**src/core/osw_pkg.sv**
```systemverilog
// package for the oscillator select and switch control block
// assumes a 32-bit AXI4-Lite register bus and static fuse configuration inputs
package osw_pkg;

   // register byte offsets
   localparam logic [3:0] OSW_OFS_OSC_CTRL = 4'h0;
   localparam logic [3:0] OSW_OFS_UNLOCK = 4'h4;
   localparam logic [3:0] OSW_OFS_CLK_DIV = 4'h8;
   localparam logic [3:0] OSW_OFS_CFG_STAT = 4'hc;

   // oscillator control field positions
   localparam int OSW_CUR_LSB = 12;
   localparam int OSW_REQ_LSB = 8;
   localparam int OSW_SEL_LOCK_BIT = 7;
   localparam int OSW_PIN_LOCK_BIT = 6;
   localparam int OSW_PLL_LOCK_BIT = 5;
   localparam int OSW_FAIL_BIT = 3;
   localparam int OSW_PRI_SLEEP_BIT = 2;
   localparam int OSW_SEC_EN_BIT = 1;
   localparam int OSW_SWITCH_BIT = 0;
   // clock divider register: divider source select
   localparam int OSW_DIV_SRC_LSB = 8;

   // unlock keys, written back to back to the unlock register
   localparam logic [15:0] OSW_KEY_FIRST = 16'h0046;
   localparam logic [15:0] OSW_KEY_SECOND = 16'h0057;

   // reset values
   localparam logic [2:0] OSW_RST_SRC = 3'h7;
   localparam logic [2:0] OSW_RST_DIV_SRC = 3'h0;
   // cycles after reset release before the synchronised fuses are loaded
   localparam logic [1:0] OSW_BOOT_CYCLES = 2'h3;

   localparam logic [1:0] OSW_RESP_OKAY = 2'h0;
   localparam logic [1:0] OSW_RESP_DECERR = 2'h3;

   // oscillator source encodings
   typedef enum logic [2:0] {
      OSW_FAST_INTERNAL_RC = 3'h0,
      OSW_FAST_RC_WITH_PLL = 3'h1,
      OSW_PRIMARY_OSC = 3'h2,
      OSW_PRIMARY_OSC_PLL = 3'h3,
      OSW_SECONDARY_OSC = 3'h4,
      OSW_LOW_POWER_RC = 3'h5,
      OSW_DIGITALLY_TUNED_OSC = 3'h6,
      OSW_DIVIDED_OSC_MODE = 3'h7
   } osw_src_t;

   // nonvolatile configuration fields
   typedef struct packed {
      logic [1:0] switch_monitor_cfg;
      logic [2:0] initial_osc_cfg;
      logic [1:0] primary_driver_mode_cfg;
      logic osc_pin_function_cfg;
      logic pin_lock_one_way_cfg;
   } osw_cfg_t;

   // controls toward the clock tree
   typedef struct packed {
      logic [2:0] current_source;
      logic [2:0] requested_source;
      logic switch_busy;
      logic [2:0] divider_source_select;
      logic failsafe_clock_monitor;
      logic pin_config_lock;
      logic primary_sleep_enable;
      logic secondary_osc_enable;
      logic osc_pin_function;
      logic [1:0] primary_driver_mode;
   } osw_ctrl_t;

endpackage : osw_pkg

```
**src/core/osw_osc_switch.sv**
```systemverilog
// oscillator source selection and clock switch control with an AXI4-Lite slave
// assumes the clock mux, PLL and fail monitor sit outside and answer on async pins
//
// Summary of operation
// RL1: run-time switching allowed only when switch/monitor config upper bit is zero.
// RL2: fail-safe clock monitor active only when both config bits are zero.
// RL3: read-only current-source field reports running oscillator, eight-value encoding.
// RL4: writable requested-source field at bits 10:8, same encoding.
// RL5: current and requested source load from initial-oscillator config after reset.
// RL6: erased device starts in divided-oscillator mode, code 111.
// RL7: divided mode input chosen by divider source select, fast RC after reset.
// RL8: primary modes take driver mode from primary driver mode config.
// RL9: internal and secondary modes set oscillator pin function from config bit.
// RL10: oscillator control writes need a preceding unlock, blocking accidental switches.
// RL11: with monitor enabled, selection lock bit 7 freezes source selections.
// RL12: with monitor disabled, selections are never locked.
// RL13: pin config lock bit 6 changes only after the unlock sequence.
// RL14: one-way config set means pin config lock cannot clear once set.
// RL15: PLL lock bit 5 reads one when locked, zero otherwise.
// RL16: PLL lock bit forced zero during switch and in non-PLL modes.
// RL17: bits 15, 11 and 4 ignore writes and read zero.
// RL18: software can only clear the clock-fail flag, never set it.
// RL19: hardware sets the clock-fail flag when the monitor sees a failure.
// RL20: switch request bit 0 starts a switch, hardware clears it on completion.
// RL21: primary sleep enable bit 2 keeps primary oscillator running in sleep.
// RL22: secondary enable bit 1 turns the 32 kHz secondary oscillator on.
// RL23: request while switching disabled or locked is ignored, current source unchanged.
// RL24: on completion current source takes requested source as request clears.
`timescale 1ns/1ps
module osw_osc_switch (
   // clock and reset
   input wire logic clk,
   input wire logic reset,
   // fuse configuration
   input wire osw_pkg::osw_cfg_t cfg_i,
   // clock tree feedback, asynchronous
   input wire logic switch_done_i,
   input wire logic pll_locked_i,
   input wire logic clock_fail_i,
   // clock tree controls
   output osw_pkg::osw_ctrl_t ctrl_o,
   // axi4-lite write address
   input wire logic [3:0] s_axi_awaddr,
   input wire logic s_axi_awvalid,
   output logic s_axi_awready,
   // axi4-lite write data
   input wire logic [31:0] s_axi_wdata,
   input wire logic [3:0] s_axi_wstrb,
   input wire logic s_axi_wvalid,
   output logic s_axi_wready,
   // axi4-lite write response
   output logic [1:0] s_axi_bresp,
   output logic s_axi_bvalid,
   input wire logic s_axi_bready,
   // axi4-lite read address
   input wire logic [3:0] s_axi_araddr,
   input wire logic s_axi_arvalid,
   output logic s_axi_arready,
   // axi4-lite read data
   output logic [31:0] s_axi_rdata,
   output logic [1:0] s_axi_rresp,
   output logic s_axi_rvalid,
   input wire logic s_axi_rready
);
   import osw_pkg::*;

   // synchronisers: first stage feeds only the second
   osw_cfg_t cfg_s1_r;
   osw_cfg_t cfg_r;
   logic [2:0] pin_s1_r;
   logic [2:0] pin_s2_r;
   logic done_d_r;
   logic fail_d_r;

   always_ff @(posedge clk or posedge reset) begin
      if (reset) begin
         cfg_s1_r <= '0;
         cfg_r <= '0;
         pin_s1_r <= 3'h0;
         pin_s2_r <= 3'h0;
         done_d_r <= 1'b0;
         fail_d_r <= 1'b0;
      end else begin
         cfg_s1_r <= cfg_i;
         cfg_r <= cfg_s1_r;
         pin_s1_r <= {clock_fail_i, pll_locked_i, switch_done_i};
         pin_s2_r <= pin_s1_r;
         done_d_r <= pin_s2_r[0];
         fail_d_r <= pin_s2_r[2];
      end
   end

   logic done_rise;
   logic fail_rise;
   logic pll_locked_s;
   assign done_rise = pin_s2_r[0] & ~done_d_r;
   assign fail_rise = pin_s2_r[2] & ~fail_d_r;
   assign pll_locked_s = pin_s2_r[1];

   // fuse capture after reset release; async reset may only load constants
   logic [1:0] boot_cnt_r;
   logic boot_load;
   always_ff @(posedge clk or posedge reset) begin
      if (reset) begin
         boot_cnt_r <= 2'h0;
      end else if (boot_cnt_r != OSW_BOOT_CYCLES) begin
         boot_cnt_r <= boot_cnt_r + 2'h1;
      end
   end
   assign boot_load = (boot_cnt_r == (OSW_BOOT_CYCLES - 2'h1));

   logic switch_en;
   logic failsafe_clock_monitor_en;
   assign switch_en = ~cfg_r.switch_monitor_cfg[1]; // [RL1]
   assign failsafe_clock_monitor_en = (cfg_r.switch_monitor_cfg == 2'b00); // [RL2]

   // axi4-lite write channel capture, address and data in either order
   logic aw_held_r;
   logic w_held_r;
   logic [3:0] aw_addr_r;
   logic [31:0] w_data_r;
   logic [3:0] w_strb_r;
   logic wr_fire;
   logic wr_hit;

   assign s_axi_awready = ~aw_held_r & ~s_axi_bvalid;
   assign s_axi_wready = ~w_held_r & ~s_axi_bvalid;
   assign wr_fire = aw_held_r & w_held_r & ~s_axi_bvalid;
   assign wr_hit = (aw_addr_r == OSW_OFS_OSC_CTRL) | (aw_addr_r == OSW_OFS_UNLOCK) |
                   (aw_addr_r == OSW_OFS_CLK_DIV) | (aw_addr_r == OSW_OFS_CFG_STAT);

   always_ff @(posedge clk or posedge reset) begin
      if (reset) begin
         aw_held_r <= 1'b0;
         aw_addr_r <= 4'h0;
      end else if (s_axi_awvalid & s_axi_awready) begin
         aw_held_r <= 1'b1;
         aw_addr_r <= {s_axi_awaddr[3:2], 2'b00};
      end else if (wr_fire) begin
         aw_held_r <= 1'b0;
      end
   end

   always_ff @(posedge clk or posedge reset) begin
      if (reset) begin
         w_held_r <= 1'b0;
         w_data_r <= 32'h0;
         w_strb_r <= 4'h0;
      end else if (s_axi_wvalid & s_axi_wready) begin
         w_held_r <= 1'b1;
         w_data_r <= s_axi_wdata;
         w_strb_r <= s_axi_wstrb;
      end else if (wr_fire) begin
         w_held_r <= 1'b0;
      end
   end

   always_ff @(posedge clk or posedge reset) begin
      if (reset) begin
         s_axi_bvalid <= 1'b0;
         s_axi_bresp <= OSW_RESP_OKAY;
      end else if (wr_fire) begin
         s_axi_bvalid <= 1'b1;
         s_axi_bresp <= wr_hit ? OSW_RESP_OKAY : OSW_RESP_DECERR;
      end else if (s_axi_bready) begin
         s_axi_bvalid <= 1'b0;
      end
   end

   // write decode; bits 15, 11 and 4 have no storage at all [RL17]
   logic wr_ctrl_lo;
   logic wr_ctrl_hi;
   logic wr_unlock;
   logic wr_div;
   assign wr_ctrl_lo = wr_fire & (aw_addr_r == OSW_OFS_OSC_CTRL) & w_strb_r[0];
   assign wr_ctrl_hi = wr_fire & (aw_addr_r == OSW_OFS_OSC_CTRL) & w_strb_r[1];
   assign wr_unlock = wr_fire & (aw_addr_r == OSW_OFS_UNLOCK) & (w_strb_r[1:0] == 2'b11);
   assign wr_div = wr_fire & (aw_addr_r == OSW_OFS_CLK_DIV) & w_strb_r[1];

   // unlock: two keys back to back, opens the next bus write only
   logic key_armed_r;
   logic unlocked_r;
   always_ff @(posedge clk or posedge reset) begin
      if (reset) begin
         key_armed_r <= 1'b0;
         unlocked_r <= 1'b0;
      end else if (wr_fire) begin
         key_armed_r <= wr_unlock & (w_data_r[15:0] == OSW_KEY_FIRST);
         unlocked_r <= wr_unlock & key_armed_r & (w_data_r[15:0] == OSW_KEY_SECOND); // [RL10]
      end
   end

   logic ctrl_wr_lo;
   logic ctrl_wr_hi;
   assign ctrl_wr_lo = wr_ctrl_lo & unlocked_r; // [RL10] [RL13]
   assign ctrl_wr_hi = wr_ctrl_hi & unlocked_r; // [RL10]

   // oscillator control state
   logic [2:0] cur_src_r;
   logic [2:0] req_src_r;
   logic sel_lock_r;
   logic pin_lock_r;
   logic fail_flag_r;
   logic pri_sleep_r;
   logic sec_en_r;
   logic switch_r;
   logic sel_frozen;

   assign sel_frozen = failsafe_clock_monitor_en & sel_lock_r; // [RL11] [RL12]

   // selection lock: sticky while the monitor guards it, free otherwise
   always_ff @(posedge clk or posedge reset) begin
      if (reset) begin
         sel_lock_r <= 1'b0;
      end else if (ctrl_wr_lo & ~sel_frozen) begin
         sel_lock_r <= w_data_r[OSW_SEL_LOCK_BIT]; // [RL11]
      end
   end

   // requested source
   always_ff @(posedge clk or posedge reset) begin
      if (reset) begin
         req_src_r <= OSW_RST_SRC; // [RL6]
      end else if (boot_load) begin
         req_src_r <= cfg_r.initial_osc_cfg; // [RL5]
      end else if (ctrl_wr_hi & ~sel_frozen & ~switch_r) begin
         req_src_r <= w_data_r[OSW_REQ_LSB +: 3]; // [RL4] [RL11]
      end
   end

   // switch request and current source; they change on the same edge
   always_ff @(posedge clk or posedge reset) begin
      if (reset) begin
         switch_r <= 1'b0;
      end else if (boot_load) begin
         switch_r <= 1'b0;
      end else if (switch_r & done_rise) begin
         switch_r <= 1'b0; // [RL20] [RL24]
      end else if (ctrl_wr_lo & w_data_r[OSW_SWITCH_BIT] & switch_en & ~sel_frozen) begin
         switch_r <= 1'b1; // [RL1] [RL20] [RL23]
      end
   end

   always_ff @(posedge clk or posedge reset) begin
      if (reset) begin
         cur_src_r <= OSW_RST_SRC; // [RL6]
      end else if (boot_load) begin
         cur_src_r <= cfg_r.initial_osc_cfg; // [RL5]
      end else if (switch_r & done_rise) begin
         cur_src_r <= req_src_r; // [RL24]
      end
   end

   // pin configuration lock
   always_ff @(posedge clk or posedge reset) begin
      if (reset) begin
         pin_lock_r <= 1'b0;
      end else if (ctrl_wr_lo) begin
         if (!(cfg_r.pin_lock_one_way_cfg && pin_lock_r)) begin
            pin_lock_r <= w_data_r[OSW_PIN_LOCK_BIT]; // [RL13] [RL14]
         end
      end
   end

   // clock-fail flag: hardware set beats a software clear in the same cycle
   always_ff @(posedge clk or posedge reset) begin
      if (reset) begin
         fail_flag_r <= 1'b0;
      end else if (failsafe_clock_monitor_en & fail_rise) begin
         fail_flag_r <= 1'b1; // [RL19]
      end else if (ctrl_wr_lo & ~w_data_r[OSW_FAIL_BIT]) begin
         fail_flag_r <= 1'b0; // [RL18]
      end
   end

   always_ff @(posedge clk or posedge reset) begin
      if (reset) begin
         pri_sleep_r <= 1'b0;
         sec_en_r <= 1'b0;
      end else if (ctrl_wr_lo) begin
         pri_sleep_r <= w_data_r[OSW_PRI_SLEEP_BIT]; // [RL21]
         sec_en_r <= w_data_r[OSW_SEC_EN_BIT]; // [RL22]
      end
   end

   // divider source select, not guarded by the unlock
   logic [2:0] div_src_r;
   always_ff @(posedge clk or posedge reset) begin
      if (reset) begin
         div_src_r <= OSW_RST_DIV_SRC; // [RL7]
      end else if (wr_div) begin
         div_src_r <= w_data_r[OSW_DIV_SRC_LSB +: 3]; // [RL7]
      end
   end

   // PLL lock status, registered to keep a clean readback
   logic pll_mode;
   logic pll_lock_r;
   assign pll_mode = (cur_src_r == OSW_FAST_RC_WITH_PLL) | (cur_src_r == OSW_PRIMARY_OSC_PLL);
   always_ff @(posedge clk or posedge reset) begin
      if (reset) begin
         pll_lock_r <= 1'b0;
      end else begin
         pll_lock_r <= pll_locked_s & pll_mode & ~switch_r; // [RL15] [RL16]
      end
   end

   // register images
   logic [15:0] ctrl_img;
   logic [15:0] stat_img;
   always_comb begin
      ctrl_img = 16'h0000; // [RL17]
      ctrl_img[OSW_CUR_LSB +: 3] = cur_src_r; // [RL3]
      ctrl_img[OSW_REQ_LSB +: 3] = req_src_r;
      ctrl_img[OSW_SEL_LOCK_BIT] = sel_lock_r;
      ctrl_img[OSW_PIN_LOCK_BIT] = pin_lock_r;
      ctrl_img[OSW_PLL_LOCK_BIT] = pll_lock_r;
      ctrl_img[OSW_FAIL_BIT] = fail_flag_r;
      ctrl_img[OSW_PRI_SLEEP_BIT] = pri_sleep_r;
      ctrl_img[OSW_SEC_EN_BIT] = sec_en_r;
      ctrl_img[OSW_SWITCH_BIT] = switch_r;
   end
   assign stat_img = {4'h0, unlocked_r, failsafe_clock_monitor_en, switch_en, cfg_r};

   // axi4-lite read channel, one-cycle answer
   logic [31:0] rd_word;
   logic rd_hit;
   always_comb begin
      rd_word = 32'h0;
      rd_hit = 1'b1;
      unique case ({s_axi_araddr[3:2], 2'b00})
         OSW_OFS_OSC_CTRL: rd_word = {16'h0000, ctrl_img};
         OSW_OFS_UNLOCK: rd_word = 32'h0;
         OSW_OFS_CLK_DIV: rd_word = {21'h0, div_src_r, 8'h00};
         OSW_OFS_CFG_STAT: rd_word = {16'h0000, stat_img};
         default: rd_hit = 1'b0;
      endcase
   end

   assign s_axi_arready = ~s_axi_rvalid;
   always_ff @(posedge clk or posedge reset) begin
      if (reset) begin
         s_axi_rvalid <= 1'b0;
         s_axi_rdata <= 32'h0;
         s_axi_rresp <= OSW_RESP_OKAY;
      end else if (s_axi_arvalid & s_axi_arready) begin
         s_axi_rvalid <= 1'b1;
         s_axi_rdata <= rd_word;
         s_axi_rresp <= rd_hit ? OSW_RESP_OKAY : OSW_RESP_DECERR;
      end else if (s_axi_rready) begin
         s_axi_rvalid <= 1'b0;
      end
   end

   // clock tree controls, all from flops
   always_ff @(posedge clk or posedge reset) begin
      if (reset) begin
         ctrl_o <= '0;
      end else begin
         ctrl_o.current_source <= cur_src_r;
         ctrl_o.requested_source <= req_src_r;
         ctrl_o.switch_busy <= switch_r;
         ctrl_o.divider_source_select <= div_src_r; // [RL7]
         ctrl_o.failsafe_clock_monitor <= failsafe_clock_monitor_en; // [RL2]
         ctrl_o.pin_config_lock <= pin_lock_r;
         ctrl_o.primary_sleep_enable <= pri_sleep_r; // [RL21]
         ctrl_o.secondary_osc_enable <= sec_en_r; // [RL22]
         ctrl_o.osc_pin_function <= cfg_r.osc_pin_function_cfg; // [RL9]
         ctrl_o.primary_driver_mode <= cfg_r.primary_driver_mode_cfg; // [RL8]
      end
   end

endmodule : osw_osc_switch

```
**config.mk**
```make
export PLATFORM = sky130hd
export DESIGN_NAME = osw_osc_switch
export DESIGN_NICKNAME = d
export VERILOG_FILES = /design/src/core/osw_pkg.sv /design/src/core/osw_osc_switch.sv
export SDC_FILE = /design/constraint.sdc
export NUM_CORES = 1
export LEC_CHECK = 0
export CAP_MARGIN = 10
export CORE_MARGIN = 2
export CORE_UTILIZATION = 67
export CTS_CLUSTER_DIAMETER = 100
export DETAILED_ROUTE_END_ITERATION = 16
export DONT_BUFFER_PORTS = 1
export GPL_TIMING_DRIVEN = 0
export PLACE_DENSITY = 0.83
export SYNTH_ARGS = -nofsm -noshare
export SYNTH_HDL_FRONTEND = slang
export SYNTH_SLANG_ARGS = --single-unit
```
**constraint.sdc**
```tcl
create_clock -name clk -period 4.6 [get_ports clk]
set_clock_uncertainty 0.05 [all_clocks]
set_input_delay 0.23 -clock clk [delete_from_list [all_inputs] [get_ports clk]]
set_output_delay 0.23 -clock clk [all_outputs]
set_load 0.02 [all_outputs]
```
Word-level counts from Yosys, hierarchy flattened
Index checks and enable logic that the tools add are counted.
{ "word_totals": {"inputBits": 63, "out_inout_bits": 58, "elab_cells": 139, "register_bits": 121} }
{ "op_classes": {"bitwise_logic": 48, "mux": 18, "reduce_logical": 13, "n_eq_ne": 13, "n_addsub": 1} }
{ "ops": {"columns": ["cell", "n"], "rows": [
  ["case mux 32 bit (4 select lines)", 1],
  ["bitwise AND 1 bit", 33],
  ["== test 16 x 7 -> 1 bit, second input constant", 2],
  ["nonzero test 2 bit", 7],
  ["== test 2 bit, second input constant", 6],
  ["2-to-1 mux 1 bit", 12],
  ["2-to-1 mux 3 bit", 4],
  ["inverter 1 bit", 11],
  ["== test 2 x 1 -> 1 bit, second input constant", 2],
  ["zero test 2 bit", 2],
  ["zero test 4 bit", 1],
  ["bitwise OR 1 bit", 4],
  ["== test 3 x 1 -> 1 bit, second input constant", 1],
  ["== test 3 x 2 -> 1 bit, second input constant", 1],
  ["nonzero test 3 bit", 1],
  ["adder 2 x 1 -> 2 bit, second input constant", 1],
  ["2-to-1 mux 2 bit", 1],
  ["!= test 2 bit, second input constant", 1],
  ["AND reduction 2 bit", 1],
  ["logical AND 1 bit", 1]
]} }

Depth between registers and ports, before layout
{ "depth": {"word_depth": 11, "depth_mapped": 6, "mapped_depth_nobuf": 5} }

Worst setup path after synthesis
OpenSTA, ideal clock, no wires.
{ "synth_path": {"path_type": "reg-to-reg", "startpoint": "register s_axi_bvalid", "endpoint": "register w_data_r[0]", "t_arrival_ps": 1600, "period_less_slack_ps": 1778, "setup_ps": 127, "setup_slack_ps": 2822, "n_path_buf": 2, "stages_incl_launch_ff": 6, "required_ps": 4423, "cell_sequence": "dfrtp_1 -> nor2_1 -> and2_1 -> buf_6 -> buf_6 -> mux2_1"} }
{ "synth_via": {"elab_chain_len": 3} }
{ "synth_lines": {"columns": ["item", "line", "source"], "rows": [
  ["from (decl)", "osw_osc_switch.sv:53", "output logic s_axi_bvalid,"],
  ["from (signal assigned)", "osw_osc_switch.sv:160", "s_axi_bvalid <= 1'b0;"],
  ["from (signal assigned)", "osw_osc_switch.sv:163", "s_axi_bvalid <= 1'b1;"],
  ["from (signal assigned)", "osw_osc_switch.sv:166", "s_axi_bvalid <= 1'b0;"],
  ["inverter 1 bit", "osw_osc_switch.sv:127", "assign s_axi_wready = ~w_held_r & ~s_axi_bvalid;"],
  ["bitwise AND 1 bit", "osw_osc_switch.sv:127", null],
  ["net s_axi_wready", "osw_osc_switch.sv:50", "output logic s_axi_wready,"],
  ["bitwise AND 1 bit", "osw_osc_switch.sv:149", "end else if (s_axi_wvalid & s_axi_wready) begin"],
  ["to (signal assigned)", "osw_osc_switch.sv:151", "w_data_r <= s_axi_wdata;"],
  ["to (decl)", "osw_osc_switch.sv:121", "logic [31:0] w_data_r;"]
]} }
The timed path passes the listed nets, and every way through them passes these cells.
A chain may end at the register's enable or synchronous reset.

Worst setup path in the final report
{ "layout_path": {"startpoint": "register s_axi_bvalid", "endpoint": "register w_data_r[15]"} }
The elaborated chain is that of the path after synthesis.

==> impl_metrics.json <==
{
  "rows": 27,
  "routed.top_layer": "met4",
  "cp_num_buf_inv": 2,
  "hold_path_startpoint": "s_axi_arvalid",
  "report.final.hold_viol_count": 0,
  "drt_first_iter_violations": 121,
  "start_util_pct": 70.0,
  "cts_sinks": 103,
  "dpl.hpwl_um": 5090,
  "critPathTopFamily": "simple AND/OR/NAND/NOR gates",
  "yosysTopAreaCell": "dfrtp_1",
  "multi_input_area_um2": 1130,
  "post_cts_buffers": 0,
  "via_per_inst": 5.68,
  "setup_tns_ns": 0,
  "synth_edf_count": 0,
  "worstReg2RegStart": "s_axi_bvalid$_DFFE_PP0P_",
  "antenna_found_initial": 0,
  "hold_depth": 2,
  "setup_violations": 0,
  "min_period_ns": 1.94,
  "portBuffers": 0,
  "async_reset_ff_share_pct": 100,
  "drt-pass1-iter-count": 4,
  "ff2ff_setup_slack_ns": 2.66,
  "cp_max_fo": 10,
  "die-area_um2": 6450,
  "met1_length_um": 3190,
  "synth_flop_cell": "dfrtp_1",
  "drc": 0,
  "synth_area_um2": 3900,
  "relSlewSlack_pct": 64.0,
  "final_cell_mix": "97 x dfrtp_1, 36 x dlygate4sd3_1, 20 x buf_4, 19 x conb_1",
  "diodes": 0,
  "cap_violations": 0,
  "layout.nets": 413,
  "cts_buffer_depth": 2,
  "crit_required_ns": 4.80,
  "power_density_nw_per_um2": 477,
  "r2r-end": "w_data_r[15]$_DFFE_PP0P_",
  "drive_above_1_share_pct": 21.0,
  "p_leak_nw": 2.14,
  "syn_avg_cell_area_um2": 13.8,
  "pre_cts_slack_ns": 2.69,
  "routedWlPerCell_um": 18.3,
  "synth-seq-cells": 103,
  "crit_path_frequent_cell": "buf_6",
  "grt_overflow": 0,
  "slew_violations": 0,
  "syn_inst": 282,
  "reg2reg_depth": 5,
  "grtUsageTotal_pct": 26.7,
  "peakVddDrop_mv": 0.423,
  "hold_path_end": "s_axi_rdata[10]$_DFFE_PP0P_",
  "grt_pass1_vias": 2579,
  "fmax_mhz": 514,
  "crit_path_end_kind": "flip-flop",
  "max_stage_delay_ns": 0.51,
  "cp_data_arrival_time_ns": 2.14,
  "area_growth_pct": 19.0,
  "wirelength_um": 7780,
  "clockRootBuffer": "clkbuf_8",
  "slowest_stage": "dfrtp_1",
  "synthTopCellsByArea": "dfrtp_1 62%, mux2_2 4.3%, dfstp_2 4.0%",
  "rsz0062_at_grt": "false",
  "cts_tree": "done",
  "num-fill-cells": 303,
  "gp_congestion": 0.836,
  "regArea_um2": 2580,
  "cp_cell_sequence": "nor2_1, and2_1, buf_6, buf_6, mux2_1",
  "grt_pass1_wl_um": 12700,
  "cts.clk_slew.worst_paths_ns": 0.09,
  "outcome": "finished clean",
  "ant_nets": 0,
  "vias": 2414,
  "yosysSeqAreaShare_pct": 66.3,
  "final_common_cell": "dfrtp_1",
  "synth_cell_type_count": 47,
  "tightest_slew_ns": 0.540,
  "finalCritPeriodShare_pct": 42.3,
  "cts_made_buffers": 9,
  "path_class": "reg2reg",
  "met3WireLength_um": 578,
  "clock_latency_ns": 0.36,
  "grt_start_max_net_pins": 62,
  "hold_path_class": "in2reg",
  "coreArea_um2": 5570,
  "ioPinCount": 121,
  "dieHeight_um": 80.3,
  "yosysWarnings": 0,
  "start_kind": "flip-flop",
  "synth_top_cell_area_share_pct": 62.2,
  "cts_max_level": 3,
  "met2_wirelength_um": 3870,
  "fp.dieW_um": 80.3,
  "setup_ws_ns": 2.66
}
flip-flops by register name (all words and copies together) (netlist names), 2 cells and up:
register,cells
aw_addr_r,2
div_src_r,3
cfg_s1_r,9
s_axi_rdata,15
ctrl_o,17
req_src_r,3
cur_src_r,3
w_strb_r,2
w_data_r,16
pin_s2_r,3
boot_cnt_r,2
cfg_r,9
pin_s1_r,3
cell type report:
type | count | area share, %
tap | 72 | 1.94
buffer | 30 | 4.61
inverter | 9 | 0.782
clock inverter | 4 | 0.620
multi-input combinational | 158 | 24.4
sequential | 103 | 55.7
timing repair buffer | 37 | 8.36
clock buffer | 12 | 3.56
cell usage after synthesis, drive strengths merged, types with 2 or more instances:
cell and n:
clkbuf 3, ha 2, mux2i 4, dfrtp 97
and4bb 2, inv 9, nor3b 2, dfstp 6
a22o 5, and2 4, nand2 15, a22oi 8
nor3 2, nor4bb 3, nand3 2, nor2b 3
o41ai 6, mux2 26, o21ai 15, nor4 2
nand3b 4, nor2 7, nand4 4, buf 27
a21oi 7, a31oi 4
metrics by stage:
stage          total power, mW  hold WS [ns]  cell area, um^2  std cells  util [%]
6_report                  2.21        0.0323             4640        425      83.3
5_1_grt                   2.33        0.0386             4640        425      83.3
4_1_cts                   2.21       0.00528             4640        425      83.3
3_5_place_dp              1.66         0.136             4090        373      73.3
3_3_place_gp              1.63         0.211             4060        372      72.8
2_1_floorplan             1.55         0.211             3970        300         -
worst max path at each step:
stage                                   startpoint                          to  slack (ns)  depth (start not counted)
after detailed placement  s_axi_bvalid$_DFFE_PP0P_     w_data_r[1]$_DFFE_PP0P_        2.69                          5
final                     s_axi_bvalid$_DFFE_PP0P_    w_data_r[15]$_DFFE_PP0P_        2.66                          5
after global placement                       reset  s_axi_bresp[0]$_DFFE_PP0N_        0.80                          1
after floorplan                              reset    aw_addr_r[2]$_DFFE_PP0P_        1.63                          1
after global routing      s_axi_bvalid$_DFFE_PP0P_     w_strb_r[0]$_DFFE_PP0P_        2.56                          5
after CTS                 s_axi_bvalid$_DFFE_PP0P_     w_data_r[1]$_DFFE_PP0P_        2.68                          5
kinds of logic (layout without fill, tap and decap cells):
| family | Yosys count | in the layout | synth area share [%] |
|---|---|---|---|
| compound gates | 49 | 49 | 8.28 |
| xor+xnor | 1 | 1 | 0.225 |
| fa+ha+maj | 2 | 2 | 0.642 |
| buf+inv | 39 | 92 | 6.35 |
| flops | 103 | 103 | 66.3 |
| mux | 30 | 30 | 8.73 |
| other cells | 1 | 19 | 0.0962 |
| simple gates | 57 | 57 | 9.40 |
routing by layer:
layer	vias to the layer above	global-route usage (%)
met5	-	0
met4	0	9.49
met3	20	8.31
met2	111	44.1
met1	1187	33.4
li1	1096	-
timing repair:
item,CTS,global route
hold buffers,36,0
resized for setup,0,0
endpoints found under the hold margin,75,0
setup endpoints to repair,0,0
power breakdown:
part           leakage (nW)  internal [mW]  switching [mW]
clock network        0.0946          0.241           0.291
logic                 0.793          0.210           0.199
registers              1.25           1.07           0.197
Note: power is estimated with default switching activity, not from simulation.
